## config.mk

```make
export PLATFORM = sky130hd
export DESIGN_NAME = coeg_top
export DESIGN_NICKNAME = d
export VERILOG_FILES = /design/src/coeg_gate.v /design/src/coeg_top.v
export VERILOG_INCLUDE_DIRS = /design/src
export SDC_FILE = /design/constraint.sdc
export NUM_CORES = 1
export LEC_CHECK = 0
export BUFFER_PORTS_ARGS = -buffer_cell sky130_fd_sc_hd__buf_4
export CORE_MARGIN = 2
export CORE_UTILIZATION = 55
export CTS_BUF_LIST = sky130_fd_sc_hd__clkbuf_8
export DETAILED_ROUTE_END_ITERATION = 10
export PLACE_DENSITY = 0.82
export SLEW_MARGIN = 20
export SYNTH_ARGS = -nofsm -noshare
export SYNTH_HDL_FRONTEND = slang
export SYNTH_HIERARCHICAL = 1
export SYNTH_SLANG_ARGS = --single-unit
```

## constraint.sdc

```tcl
create_clock -name mclk_i -period 4.8 [get_ports mclk_i]
set_clock_uncertainty 0.05 [all_clocks]
set_input_delay 0.72 -clock mclk_i [delete_from_list [all_inputs] [get_ports mclk_i]]
set_output_delay 0.72 -clock mclk_i [all_outputs]
set_load 0.02 [all_outputs]
```

## src/coeg_consts.vh

```
// Constants for the clock output enable gating block
`ifndef COEG_CONSTS_VH
`define COEG_CONSTS_VH

`define COEG_NUM_OUT 6
`define COEG_BYTE_W 8
`define COEG_ADDR_W 8

// Byte indices of the enable registers
`define COEG_ADDR_BYTE1 8'h01
`define COEG_ADDR_BYTE2 8'h02

// Power-up values of the enable registers
`define COEG_BYTE1_RST 8'h15
`define COEG_BYTE2_RST 8'hE0

// Enable bit positions
`define COEG_OUT0_BIT 4
`define COEG_OUT1_BIT 2
`define COEG_OUT2_BIT 0
`define COEG_OUT3_BIT 7
`define COEG_OUT4_BIT 6
`define COEG_OUT5_BIT 5

// Settle time after power-up: 5 ms of the 125 MHz reference, in clock cycles
`define COEG_SETTLE_CYC 20'h98968
`define COEG_SETTLE_W 20
`define COEG_CNT_ONE 20'h00001
`define COEG_CNT_ZERO 20'h00000

`endif

```

## src/coeg_gate.v

```verilog
// One gated clock output, switched only at a low phase boundary
`timescale 1ns/1ps
`default_nettype none

module coeg_gate (
  input wire mclk_i,
  input wire rst_n_i,
  input wire phase_next_i,
  input wire enable_i,
  output reg clk_out_o,
  output reg running_o
);

  reg run_q;
  reg run_d;

  always @* begin
    run_d = run_q;
    // Only change state when the coming output level is low
    if (!phase_next_i) begin
      run_d = enable_i;
    end
  end

  always @(posedge mclk_i) begin
    if (!rst_n_i) begin
      run_q <= 1'b0;
      clk_out_o <= 1'b0;
      running_o <= 1'b0;
    end else begin
      run_q <= run_d;
      // High phase only follows a full low phase, so no runt pulse
      clk_out_o <= phase_next_i & run_d;
      running_o <= run_d;
    end
  end

endmodule

`default_nettype wire

```

## src/coeg_top.v

```verilog
// Output enable gating for six buffered clock outputs
// Function
// - An output runs only when its pin enable and its enable bit are high.
// - Either a low pin or a cleared enable bit alone stops the output.
// - Each output stops and starts alone; the other outputs keep running.
// - Resuming output gives only full-width pulses, never short or stretched.
// - Output becomes active two to six output cycles after its pin rises.
// - A disabled output is held statically low.
// - Stable outputs are delivered no later than 5 ms after clock is valid; here the first high comes three to four edges after 5 ms.
// - Enable registers take their defaults at power-up; writes are optional.
// - Register changes are accepted only in program mode.
// - Outputs zero, one, two enables sit at byte one bits 4, 2, 0.
// - Outputs three, four, five enables sit at byte two bits 7, 6, 5.
`timescale 1ns/1ps
`default_nettype none
`include "coeg_consts.vh"

module coeg_top #(
  parameter [`COEG_SETTLE_W-1:0] SETTLE_CYCLES = `COEG_SETTLE_CYC
) (
  input wire mclk_i,
  input wire rst_n_i,
  input wire [`COEG_NUM_OUT-1:0] oe_pin_i,
  input wire prog_mode_i,
  input wire reg_wr_i,
  input wire [`COEG_ADDR_W-1:0] reg_addr_i,
  input wire [`COEG_BYTE_W-1:0] reg_wdata_i,
  output reg [`COEG_BYTE_W-1:0] ctrl_byte1_o,
  output reg [`COEG_BYTE_W-1:0] ctrl_byte2_o,
  output reg wr_done_o,
  output reg wr_reject_o,
  output reg clocks_stable_o,
  output wire [`COEG_NUM_OUT-1:0] buffered_clock_out_o,
  output wire [`COEG_NUM_OUT-1:0] out_running_o
);

  // Pin synchroniser; first stage read only by the second
  reg [`COEG_NUM_OUT-1:0] oe_meta_q;
  reg [`COEG_NUM_OUT-1:0] oe_sync_q;

  // Enable registers
  reg [`COEG_BYTE_W-1:0] byte1_q;
  reg [`COEG_BYTE_W-1:0] byte1_d;
  reg [`COEG_BYTE_W-1:0] byte2_q;
  reg [`COEG_BYTE_W-1:0] byte2_d;
  reg wr_done_d;
  reg wr_reject_d;

  // Settle counter and reference phase
  reg [`COEG_SETTLE_W-1:0] settle_cnt_q;
  reg [`COEG_SETTLE_W-1:0] settle_cnt_d;
  reg stable_q;
  reg stable_d;
  reg phase_q;
  wire phase_d;

  // Combined enables
  wire [`COEG_NUM_OUT-1:0] bit_en;
  reg [`COEG_NUM_OUT-1:0] comb_en_q;
  wire [`COEG_NUM_OUT-1:0] comb_en_d;

  // the pins are assumed driven; the synchroniser only removes metastability
  always @(posedge mclk_i) begin
    if (!rst_n_i) begin
      oe_meta_q <= {`COEG_NUM_OUT{1'b0}};
      oe_sync_q <= {`COEG_NUM_OUT{1'b0}};
    end else begin
      oe_meta_q <= oe_pin_i;
      oe_sync_q <= oe_meta_q;
    end
  end

  // Register writes, gated by program mode
  always @* begin
    byte1_d = byte1_q;
    byte2_d = byte2_q;
    wr_done_d = 1'b0;
    wr_reject_d = 1'b0;
    if (reg_wr_i) begin
      if (!prog_mode_i) begin
        // Writes outside program mode are dropped and flagged
        wr_reject_d = 1'b1;
      end else if (reg_addr_i == `COEG_ADDR_BYTE1) begin
        byte1_d = reg_wdata_i;
        wr_done_d = 1'b1;
      end else if (reg_addr_i == `COEG_ADDR_BYTE2) begin
        byte2_d = reg_wdata_i;
        wr_done_d = 1'b1;
      end else begin
        // Other bytes belong to functions outside this block
        wr_reject_d = 1'b1;
      end
    end
  end

  always @(posedge mclk_i) begin
    if (!rst_n_i) begin
      byte1_q <= `COEG_BYTE1_RST;
      byte2_q <= `COEG_BYTE2_RST;
    end else begin
      byte1_q <= byte1_d;
      byte2_q <= byte2_d;
    end
  end

  // Write answer pulses; each stands one cycle
  always @(posedge mclk_i) begin
    if (!rst_n_i) begin
      wr_done_o <= 1'b0;
      wr_reject_o <= 1'b0;
    end else begin
      wr_done_o <= wr_done_d;
      wr_reject_o <= wr_reject_d;
    end
  end

  // Readback mirrors the stored bytes, reserved bits included
  always @(posedge mclk_i) begin
    if (!rst_n_i) begin
      ctrl_byte1_o <= `COEG_BYTE1_RST;
      ctrl_byte2_o <= `COEG_BYTE2_RST;
    end else begin
      ctrl_byte1_o <= byte1_d;
      ctrl_byte2_o <= byte2_d;
    end
  end

  // Byte one carries outputs zero to two
  assign bit_en[0] = byte1_q[`COEG_OUT0_BIT];
  assign bit_en[1] = byte1_q[`COEG_OUT1_BIT];
  assign bit_en[2] = byte1_q[`COEG_OUT2_BIT];
  // Byte two carries outputs three to five
  assign bit_en[3] = byte2_q[`COEG_OUT3_BIT];
  assign bit_en[4] = byte2_q[`COEG_OUT4_BIT];
  assign bit_en[5] = byte2_q[`COEG_OUT5_BIT];

  // Pin and bit must both be high; either low stops the output
  assign comb_en_d = oe_sync_q & bit_en & {`COEG_NUM_OUT{stable_q}};

  // Settle sequencer: outputs are held low until the reference has run long enough.
  // Counting the full time puts the first output high three to four edges past the 5 ms bound.
  localparam SETTLE_COUNT = 1'b0;
  localparam SETTLE_DONE = 1'b1;
  localparam [`COEG_SETTLE_W-1:0] SETTLE_LAST = SETTLE_CYCLES - `COEG_CNT_ONE;

  always @* begin
    settle_cnt_d = settle_cnt_q;
    stable_d = stable_q;
    case (stable_q)
      SETTLE_COUNT: begin
        if (settle_cnt_q >= SETTLE_LAST) begin
          stable_d = SETTLE_DONE;
        end else begin
          settle_cnt_d = settle_cnt_q + `COEG_CNT_ONE;
        end
      end
      SETTLE_DONE: begin
        // Stays open until the next reset
        stable_d = SETTLE_DONE;
      end
      default: begin
        stable_d = SETTLE_COUNT;
      end
    endcase
  end

  always @(posedge mclk_i) begin
    if (!rst_n_i) begin
      settle_cnt_q <= `COEG_CNT_ZERO;
      stable_q <= SETTLE_COUNT;
      clocks_stable_o <= 1'b0;
    end else begin
      settle_cnt_q <= settle_cnt_d;
      stable_q <= stable_d;
      clocks_stable_o <= stable_d;
    end
  end

  // Start path: two sync flops, this flop, then the gate waits for a low phase.
  // A pin that rises shows its first high five to six edges later, well inside
  // two to six output cycles; a written bit acts two to three edges after its write.
  // The extra flop costs one edge but keeps the gates free of decode glitches.
  always @(posedge mclk_i) begin
    if (!rst_n_i) begin
      comb_en_q <= {`COEG_NUM_OUT{1'b0}};
    end else begin
      comb_en_q <= comb_en_d;
    end
  end

  // Free-running reference phase; outputs run at half the clock rate.
  // This phase never stops, so the other outputs are unaffected by any gate.
  assign phase_d = ~phase_q;

  always @(posedge mclk_i) begin
    if (!rst_n_i) begin
      phase_q <= 1'b0;
    end else begin
      phase_q <= phase_d;
    end
  end

  // One independent gate per output
  genvar gi;
  generate
    for (gi = 0; gi < `COEG_NUM_OUT; gi = gi + 1) begin : g_out
      coeg_gate u_gate (
        .mclk_i(mclk_i),
        .rst_n_i(rst_n_i),
        .phase_next_i(phase_d),
        .enable_i(comb_en_q[gi]),
        .clk_out_o(buffered_clock_out_o[gi]),
        .running_o(out_running_o[gi])
      );
    end
  endgenerate

endmodule

`default_nettype wire
```

# [Word level (Yosys, flattened, before mapping)]
# Index checks and enable logic that the tools add are counted.
[totals] output_inout_bits=31 elab_cells=56 register_bits=70 inputBits=26
[op_classes] n_addsub=1 muxes=13 bitwise_logic=12 reduce_logical=5 n_eq_ne=2 magnitude_cmp=1
[op_table] cell="adder 20 x 1 -> 20 bit (second input constant)" n=1
[op_table] cell=">= comparator 20 bit (second input constant)" n=1
[op_table] cell="bitwise AND 6 bit" n=2
[op_table] cell="2-to-1 mux 1 bit" n=12
[op_table] cell="equality test 8 x 1 -> 1 bit (second input constant)" n=1
[op_table] cell="equality test 8 x 2 -> 1 bit (second input constant)" n=1
[op_table] cell="bitwise AND 1 bit" n=6
[op_table] cell="AND reduction 3 bit" n=2
[op_table] cell="inverter 1 bit" n=4
[op_table] cell="AND reduction 2 bit" n=2
[op_table] cell="AND reduction 4 bit" n=1
[op_table] cell="one-hot mux 1 bit (2 select lines)" n=1

# [Logic depth before layout (Yosys ltp)]
[logic_depth] ltp_word=4 ltp_mapped=7

# [By module]
# The synthesis kept the hierarchy.
[by_module_without_submodules] mod="coeg_top" area_each_um2=2316.0 instances=1 cells_per_inst=235 seq_area_each_um2=1161.1
[by_module_without_submodules] mod="coeg_gate" area_each_um2=63.8 instances=6 cells_per_inst=5 seq_area_each_um2=40.0

# [Worst setup path after synthesis]
# No wires, ideal clock.
[synth_timing] path_kind="input port to flip-flop" from="input port reg_addr_i[5]" to="register ctrl_byte2_o[5]" t_required_ns=4.620 cell_stages=6 setup_time_ns=0.130 arrival_time_ns=2.137 setup_slack_ns=2.484 path_cell_list="nor4_1 > nand4_1 > or3b_2 > clkbuf_1 > mux2i_1 > nand2_1"
[synth_via] elab_chain_len=3 word_cells_on_any_way=4 cone_classes="eq/ne: 2; bitwise: 1; reduce/logical: 1"
[synth_lines] element="start: declaration" line="coeg_top.v:26" rtl="input wire [`COEG_ADDR_W-1:0] reg_addr_i,"
[synth_lines] element="equality test 8 x 1 -> 1 bit (no source line)"
[synth_lines] element="inverter 1 bit (no source line)"
[synth_lines] element="AND reduction 4 bit (no source line) *"
[synth_lines] element="end signal: assignment" line="coeg_top.v:121" rtl="ctrl_byte2_o <= `COEG_BYTE2_RST;"
[synth_lines] element="end signal: assignment" line="coeg_top.v:124" rtl="ctrl_byte2_o <= byte2_d;"
[synth_lines] element="end: declaration" line="coeg_top.v:29" rtl="output reg [`COEG_BYTE_W-1:0] ctrl_byte2_o,"
# Every way passes the cells marked *; elsewhere a longest branch is shown, timed or not.
# A chain may end at the register's enable or synchronous reset.

# [Worst setup path after layout]
[layout_timing] from="register settle_cnt_q[7]" to="register settle_cnt_q[4]"
[layout_via] elab_chain_len=3
[layout_lines] element="start: declaration" line="coeg_top.v:50" rtl="reg [`COEG_SETTLE_W-1:0] settle_cnt_q;"
[layout_lines] element="start signal: assignment" line="coeg_top.v:169" rtl="settle_cnt_q <= `COEG_CNT_ZERO;"
[layout_lines] element="start signal: assignment" line="coeg_top.v:173" rtl="settle_cnt_q <= settle_cnt_d;"
[layout_lines] element=">= comparator 20 bit" line="coeg_top.v:151" rtl="if (settle_cnt_q >= SETTLE_LAST) begin"
[layout_lines] element="inverter 1 bit (no source line)"
[layout_lines] element="AND reduction 2 bit (no source line)"
# Every way passes these cells.

==> metrics.log <==
INFO  metric critical_path.reg2reg.startpoint = settle_cnt_q[7]$_SDFFE_PN0P_
INFO  metric critPathCapture = settle_cnt_q[4]$_SDFFE_PN0P_
INFO  metric required_time_at_the_endpoint_of_the_critical_path = 5020 ps
INFO  metric grt_antenna_before_repair = 0
INFO  metric post-route-drc-count = 0
INFO  metric p_sw_frac = 0.210
INFO  metric share_of_layout_cells_above_drive_strength_1 = 0.272
INFO  metric layout.cells.non_filler = 394
INFO  metric place_congestion = 0.788
INFO  metric die_w = 74.1 um
INFO  metric count_of_pins_over_their_slew_limit = 0
INFO  metric status = finished, final reports clean
INFO  metric cap_viol_max_count = 0
INFO  metric share_of_the_yosys_chip_area_belonging_to_registers = 0.519
INFO  metric first_pass_iteration_count_of_the_detailed_router = 4
INFO  metric grtUsageMet2 = 0.333
INFO  metric grt_pass1_vias = 1843
INFO  metric synth-async-reset-ratio = 0
INFO  metric grt_setup_unrepaired = false
INFO  metric tritoncts.num_buffers = 9
INFO  metric arrival_time_of_data_at_the_critical_path_endpoint = 2570 ps
INFO  metric synth_edf_count = 0
INFO  metric globalRouteMet3Util = 0.0854
INFO  metric number_of_standard_cells_after_synthesis = 265
INFO  metric cts.hold.buffers_added = 0
INFO  metric yosysUniqueCellTypes = 43
INFO  metric timing.hold.ws = 362 ps
INFO  metric lkg_pwr = 1.46 nW
INFO  metric power-per-cell-area = 340 mW/mm^2
INFO  metric routedWlPerCell = 13.5 um
INFO  metric detailed_place_hpwl = 3.56 mm
INFO  metric critical_path_class = reg -> reg
INFO  metric grt-ovfl-total = 0
INFO  metric routed_wirelength = 5.33 mm
INFO  metric final_net_count = 349
INFO  metric max-slew-margin-rel = 0.456
INFO  metric busiest_layer = met2
INFO  metric reg2reg_to = settle_cnt_q[4]$_SDFFE_PN0P_
INFO  metric viasPerCell = 5.26
INFO  metric intPower = 0.906 mW
INFO  metric drt_first_iter_violations = 64
INFO  metric start_util = 0.571
INFO  metric most_instantiated_flip_flop_cell_in_the_synthesis_netlist = sky130_fd_sc_hd__dfxtp_1
INFO  metric tritoncts = built
INFO  metric worst_skew_pair.late_latency = 340 ps
INFO  metric min_period = 2350 ps
INFO  metric cts.repair_timing.setup_buffer_count = 0
INFO  metric groute.layer.met1.usage = 0.245
INFO  metric mean_syn_cell_area = 10.2 um^2
INFO  metric diodes = 0
INFO  metric worst-path-max-fanout = 14
INFO  metric count_of_warnings_emitted_by_yosys = 6
INFO  metric numClockSinks = 70
INFO  metric antenna_left = 0
INFO  metric route.vias.total = 2074
INFO  metric clk_network_pwr_share = 0.446
INFO  metric final_setup_violations = 0
INFO  metric global_route_wire_length_before_repair = 8.48 mm
INFO  metric worst_r2r_path_depth = 5
INFO  metric final_min_period_over_clock_period = 0.490
INFO  metric synthesis.nets = 292
INFO  metric ys_seq_elements = 70
INFO  metric rrSetupSlack = 2450 ps
INFO  metric cts_buffer_depth = 2
INFO  metric utilization = 0.715
INFO  metric areaGrowthSynthToFinish = 25.2%
INFO  metric fmaxAchievable = 425 MHz
INFO  metric grt_start_max_net_pins = 69
INFO  metric final_hold_viol_count = 0
INFO  metric worstSetupEndpointType = flop
INFO  metric floorplan.die.height = 74.1 um
INFO  metric syn-cell-area = 0.00270 mm^2
INFO  metric worst_ir_drop_vdd = 0.260 mV
INFO  metric floorplan.rows = 25
INFO  metric critPathLaunch = settle_cnt_q[7]$_SDFFE_PN0P_
INFO  metric postCtsResizedCells = 0
INFO  metric total_switching_power = 0.241 mW
INFO  metric worst_hold_path_type = reg -> reg
INFO  metric design.die.area = 0.00548 mm^2
INFO  metric io-pin-count = 57
INFO  metric setup.worst_path.start_class = flop
INFO  metric clk_transition_reported_paths = 70 ps
INFO  metric pwr-share-comb = 0.038
INFO  metric clock_tree.htree_level_count = 3
INFO  metric worst_slew_pin_slew = 795 ps
INFO  metric placedCellCount = 378
INFO  metric core_area = 0.00472 mm^2
INFO  metric grt.total_usage = 0.209
INFO  metric port_buffers = 56
INFO  metric setup_tns = 0 ps
INFO  metric root_buffer = sky130_fd_sc_hd__clkbuf_8
INFO  metric seq_power_share = 0.516
-- cells in the final DEF, fill, tap and decap left out, types with 2 or more instances in the layout --
| cell | instances |
|---|---|
| sky130_fd_sc_hd__dfxtp_1 | 70 |
| sky130_fd_sc_hd__o31ai_1 | 5 |
| sky130_fd_sc_hd__a21boi_0 | 7 |
| sky130_fd_sc_hd__inv_1 | 4 |
| sky130_fd_sc_hd__mux2i_1 | 23 |
| sky130_fd_sc_hd__or3_2 | 5 |
| sky130_fd_sc_hd__buf_4 | 56 |
| sky130_fd_sc_hd__nand4_1 | 4 |
| sky130_fd_sc_hd__o21a_1 | 3 |
| sky130_fd_sc_hd__clkbuf_8 | 9 |
| sky130_fd_sc_hd__nor2b_1 | 17 |
| sky130_fd_sc_hd__o21ai_0 | 8 |
| sky130_fd_sc_hd__a21boi_1 | 4 |
| sky130_fd_sc_hd__or3_1 | 2 |
| sky130_fd_sc_hd__nand3_1 | 9 |
| sky130_fd_sc_hd__a21oi_1 | 2 |
| sky130_fd_sc_hd__and2_1 | 19 |
| sky130_fd_sc_hd__xnor2_1 | 5 |
| sky130_fd_sc_hd__or4_1 | 4 |
| sky130_fd_sc_hd__nor2_1 | 5 |
| sky130_fd_sc_hd__and3_1 | 8 |
| sky130_fd_sc_hd__clkinv_4 | 2 |
| sky130_fd_sc_hd__and3_2 | 6 |
| sky130_fd_sc_hd__or3b_2 | 2 |
| sky130_fd_sc_hd__nor4_1 | 3 |
| sky130_fd_sc_hd__bufinv_16 | 2 |
| sky130_fd_sc_hd__nor3_1 | 2 |
| sky130_fd_sc_hd__nand2_1 | 23 |
-- power by group through the flow --
stage               Clock (mW)  Sequential [mW]  Combinational [mW]
global route             0.546            0.593              0.0478
floorplan                    0            0.605              0.0207
CTS                      0.526            0.592              0.0435
global placement             0            0.605              0.0427
detailed placement           0            0.605              0.0432
finish                   0.512            0.592              0.0431
-- registers in the layout, indices dropped and copies added (netlist names) --
name                    count
wr_reject_o                 1
oe_sync_q                   6
oe_meta_q                   6
stable_q                    1
phase_q                     1
comb_en_q                   6
g_out.u_gate/clk_out_o      6
g_out.u_gate/run_q          6
ctrl_byte2_o                8
wr_done_o                   1
settle_cnt_q               20
ctrl_byte1_o                8
-- per-stage QoR --
stage	setup slack (ps)	total power [mW]	area (um^2)
floorplan	2480	0.626	2700
finish	2450	1.15	3380
global route	2300	1.19	3380
detailed placement	2340	0.649	3160
global placement	2370	0.648	3160
CTS	2440	1.16	3380
-- per-layer routing --
layer  vias to the layer above  wire, um
met5                         -         0
met4                         0        65
met3                         9       393
met2                        61      2480
met1                       953      2380
li1                       1051         -
-- layout make-up --
cell class / instances / area (um^2)
Tap cell: 67 / 83.8
Sequential cell: 70 / 1400
Multi-Input combinational cell: 182 / 1240
Timing Repair Buffer: 56 / 420
Inverter: 3 / 11.3
Clock buffer: 9 / 124
Clock inverter: 7 / 97.6
Fill cell: 376 / 1350
-- cells in the mapped netlist (3+ instances only) --
| master | number | area share |
|---|---|---|
| sky130_fd_sc_hd__xnor2_1 | 5 | 0.016 |
| sky130_fd_sc_hd__nand3_1 | 9 | 0.017 |
| sky130_fd_sc_hd__nor2_1 | 5 | 0.0070 |
| sky130_fd_sc_hd__and3_2 | 6 | 0.017 |
| sky130_fd_sc_hd__and2_1 | 19 | 0.044 |
| sky130_fd_sc_hd__a21boi_1 | 4 | 0.011 |
| sky130_fd_sc_hd__nor2b_1 | 17 | 0.039 |
| sky130_fd_sc_hd__dfxtp_1 | 70 | 0.52 |
| sky130_fd_sc_hd__or3_2 | 5 | 0.014 |
| sky130_fd_sc_hd__o21a_1 | 3 | 0.0083 |
| sky130_fd_sc_hd__mux2i_1 | 23 | 0.085 |
| sky130_fd_sc_hd__inv_1 | 3 | 0.0042 |
| sky130_fd_sc_hd__nor4_1 | 3 | 0.0070 |
| sky130_fd_sc_hd__o21ai_0 | 8 | 0.015 |
| sky130_fd_sc_hd__clkbuf_1 | 8 | 0.011 |
| sky130_fd_sc_hd__or4_1 | 4 | 0.011 |
| sky130_fd_sc_hd__o31ai_1 | 5 | 0.014 |
| sky130_fd_sc_hd__nand4_1 | 4 | 0.0093 |
| sky130_fd_sc_hd__nand2_1 | 23 | 0.032 |
| sky130_fd_sc_hd__and3_1 | 8 | 0.019 |
| sky130_fd_sc_hd__a21boi_0 | 7 | 0.019 |
-- logic make-up (layout without fill, tap and decap cells) --
family / count (synthesis) / after routing / synth area share
mux: 23 / 23 / 0.0853
buf+inv: 13 / 75 / 0.0213
flops: 70 / 70 / 0.519
simple gates: 116 / 116 / 0.254
compound gates: 36 / 36 / 0.0964
fa+ha+maj: 1 / 1 / 0.00464
xor+xnor: 6 / 6 / 0.0195
-- worst max-delay path, cell delays in order (launching register included) --
cell,delay (ps)
sky130_fd_sc_hd__dfxtp_1,370
sky130_fd_sc_hd__or3_1,400
sky130_fd_sc_hd__or4_4,520
sky130_fd_sc_hd__a41oi_2,540
sky130_fd_sc_hd__o21ai_0,250
sky130_fd_sc_hd__a21boi_1,160
-- how the worst min path moves through the flow --
stage	start	to	slack, ps	depth (start not counted)
finish	phase_q$_SDFF_PN0_	phase_q$_SDFF_PN0_	360	1
floorplan	phase_q$_SDFF_PN0_	phase_q$_SDFF_PN0_	340	1
global placement	phase_q$_SDFF_PN0_	phase_q$_SDFF_PN0_	350	1
global route	phase_q$_SDFF_PN0_	phase_q$_SDFF_PN0_	400	1
CTS	phase_q$_SDFF_PN0_	phase_q$_SDFF_PN0_	370	1
detailed placement	phase_q$_SDFF_PN0_	phase_q$_SDFF_PN0_	350	1
Power figures use the tool's default switching activity.
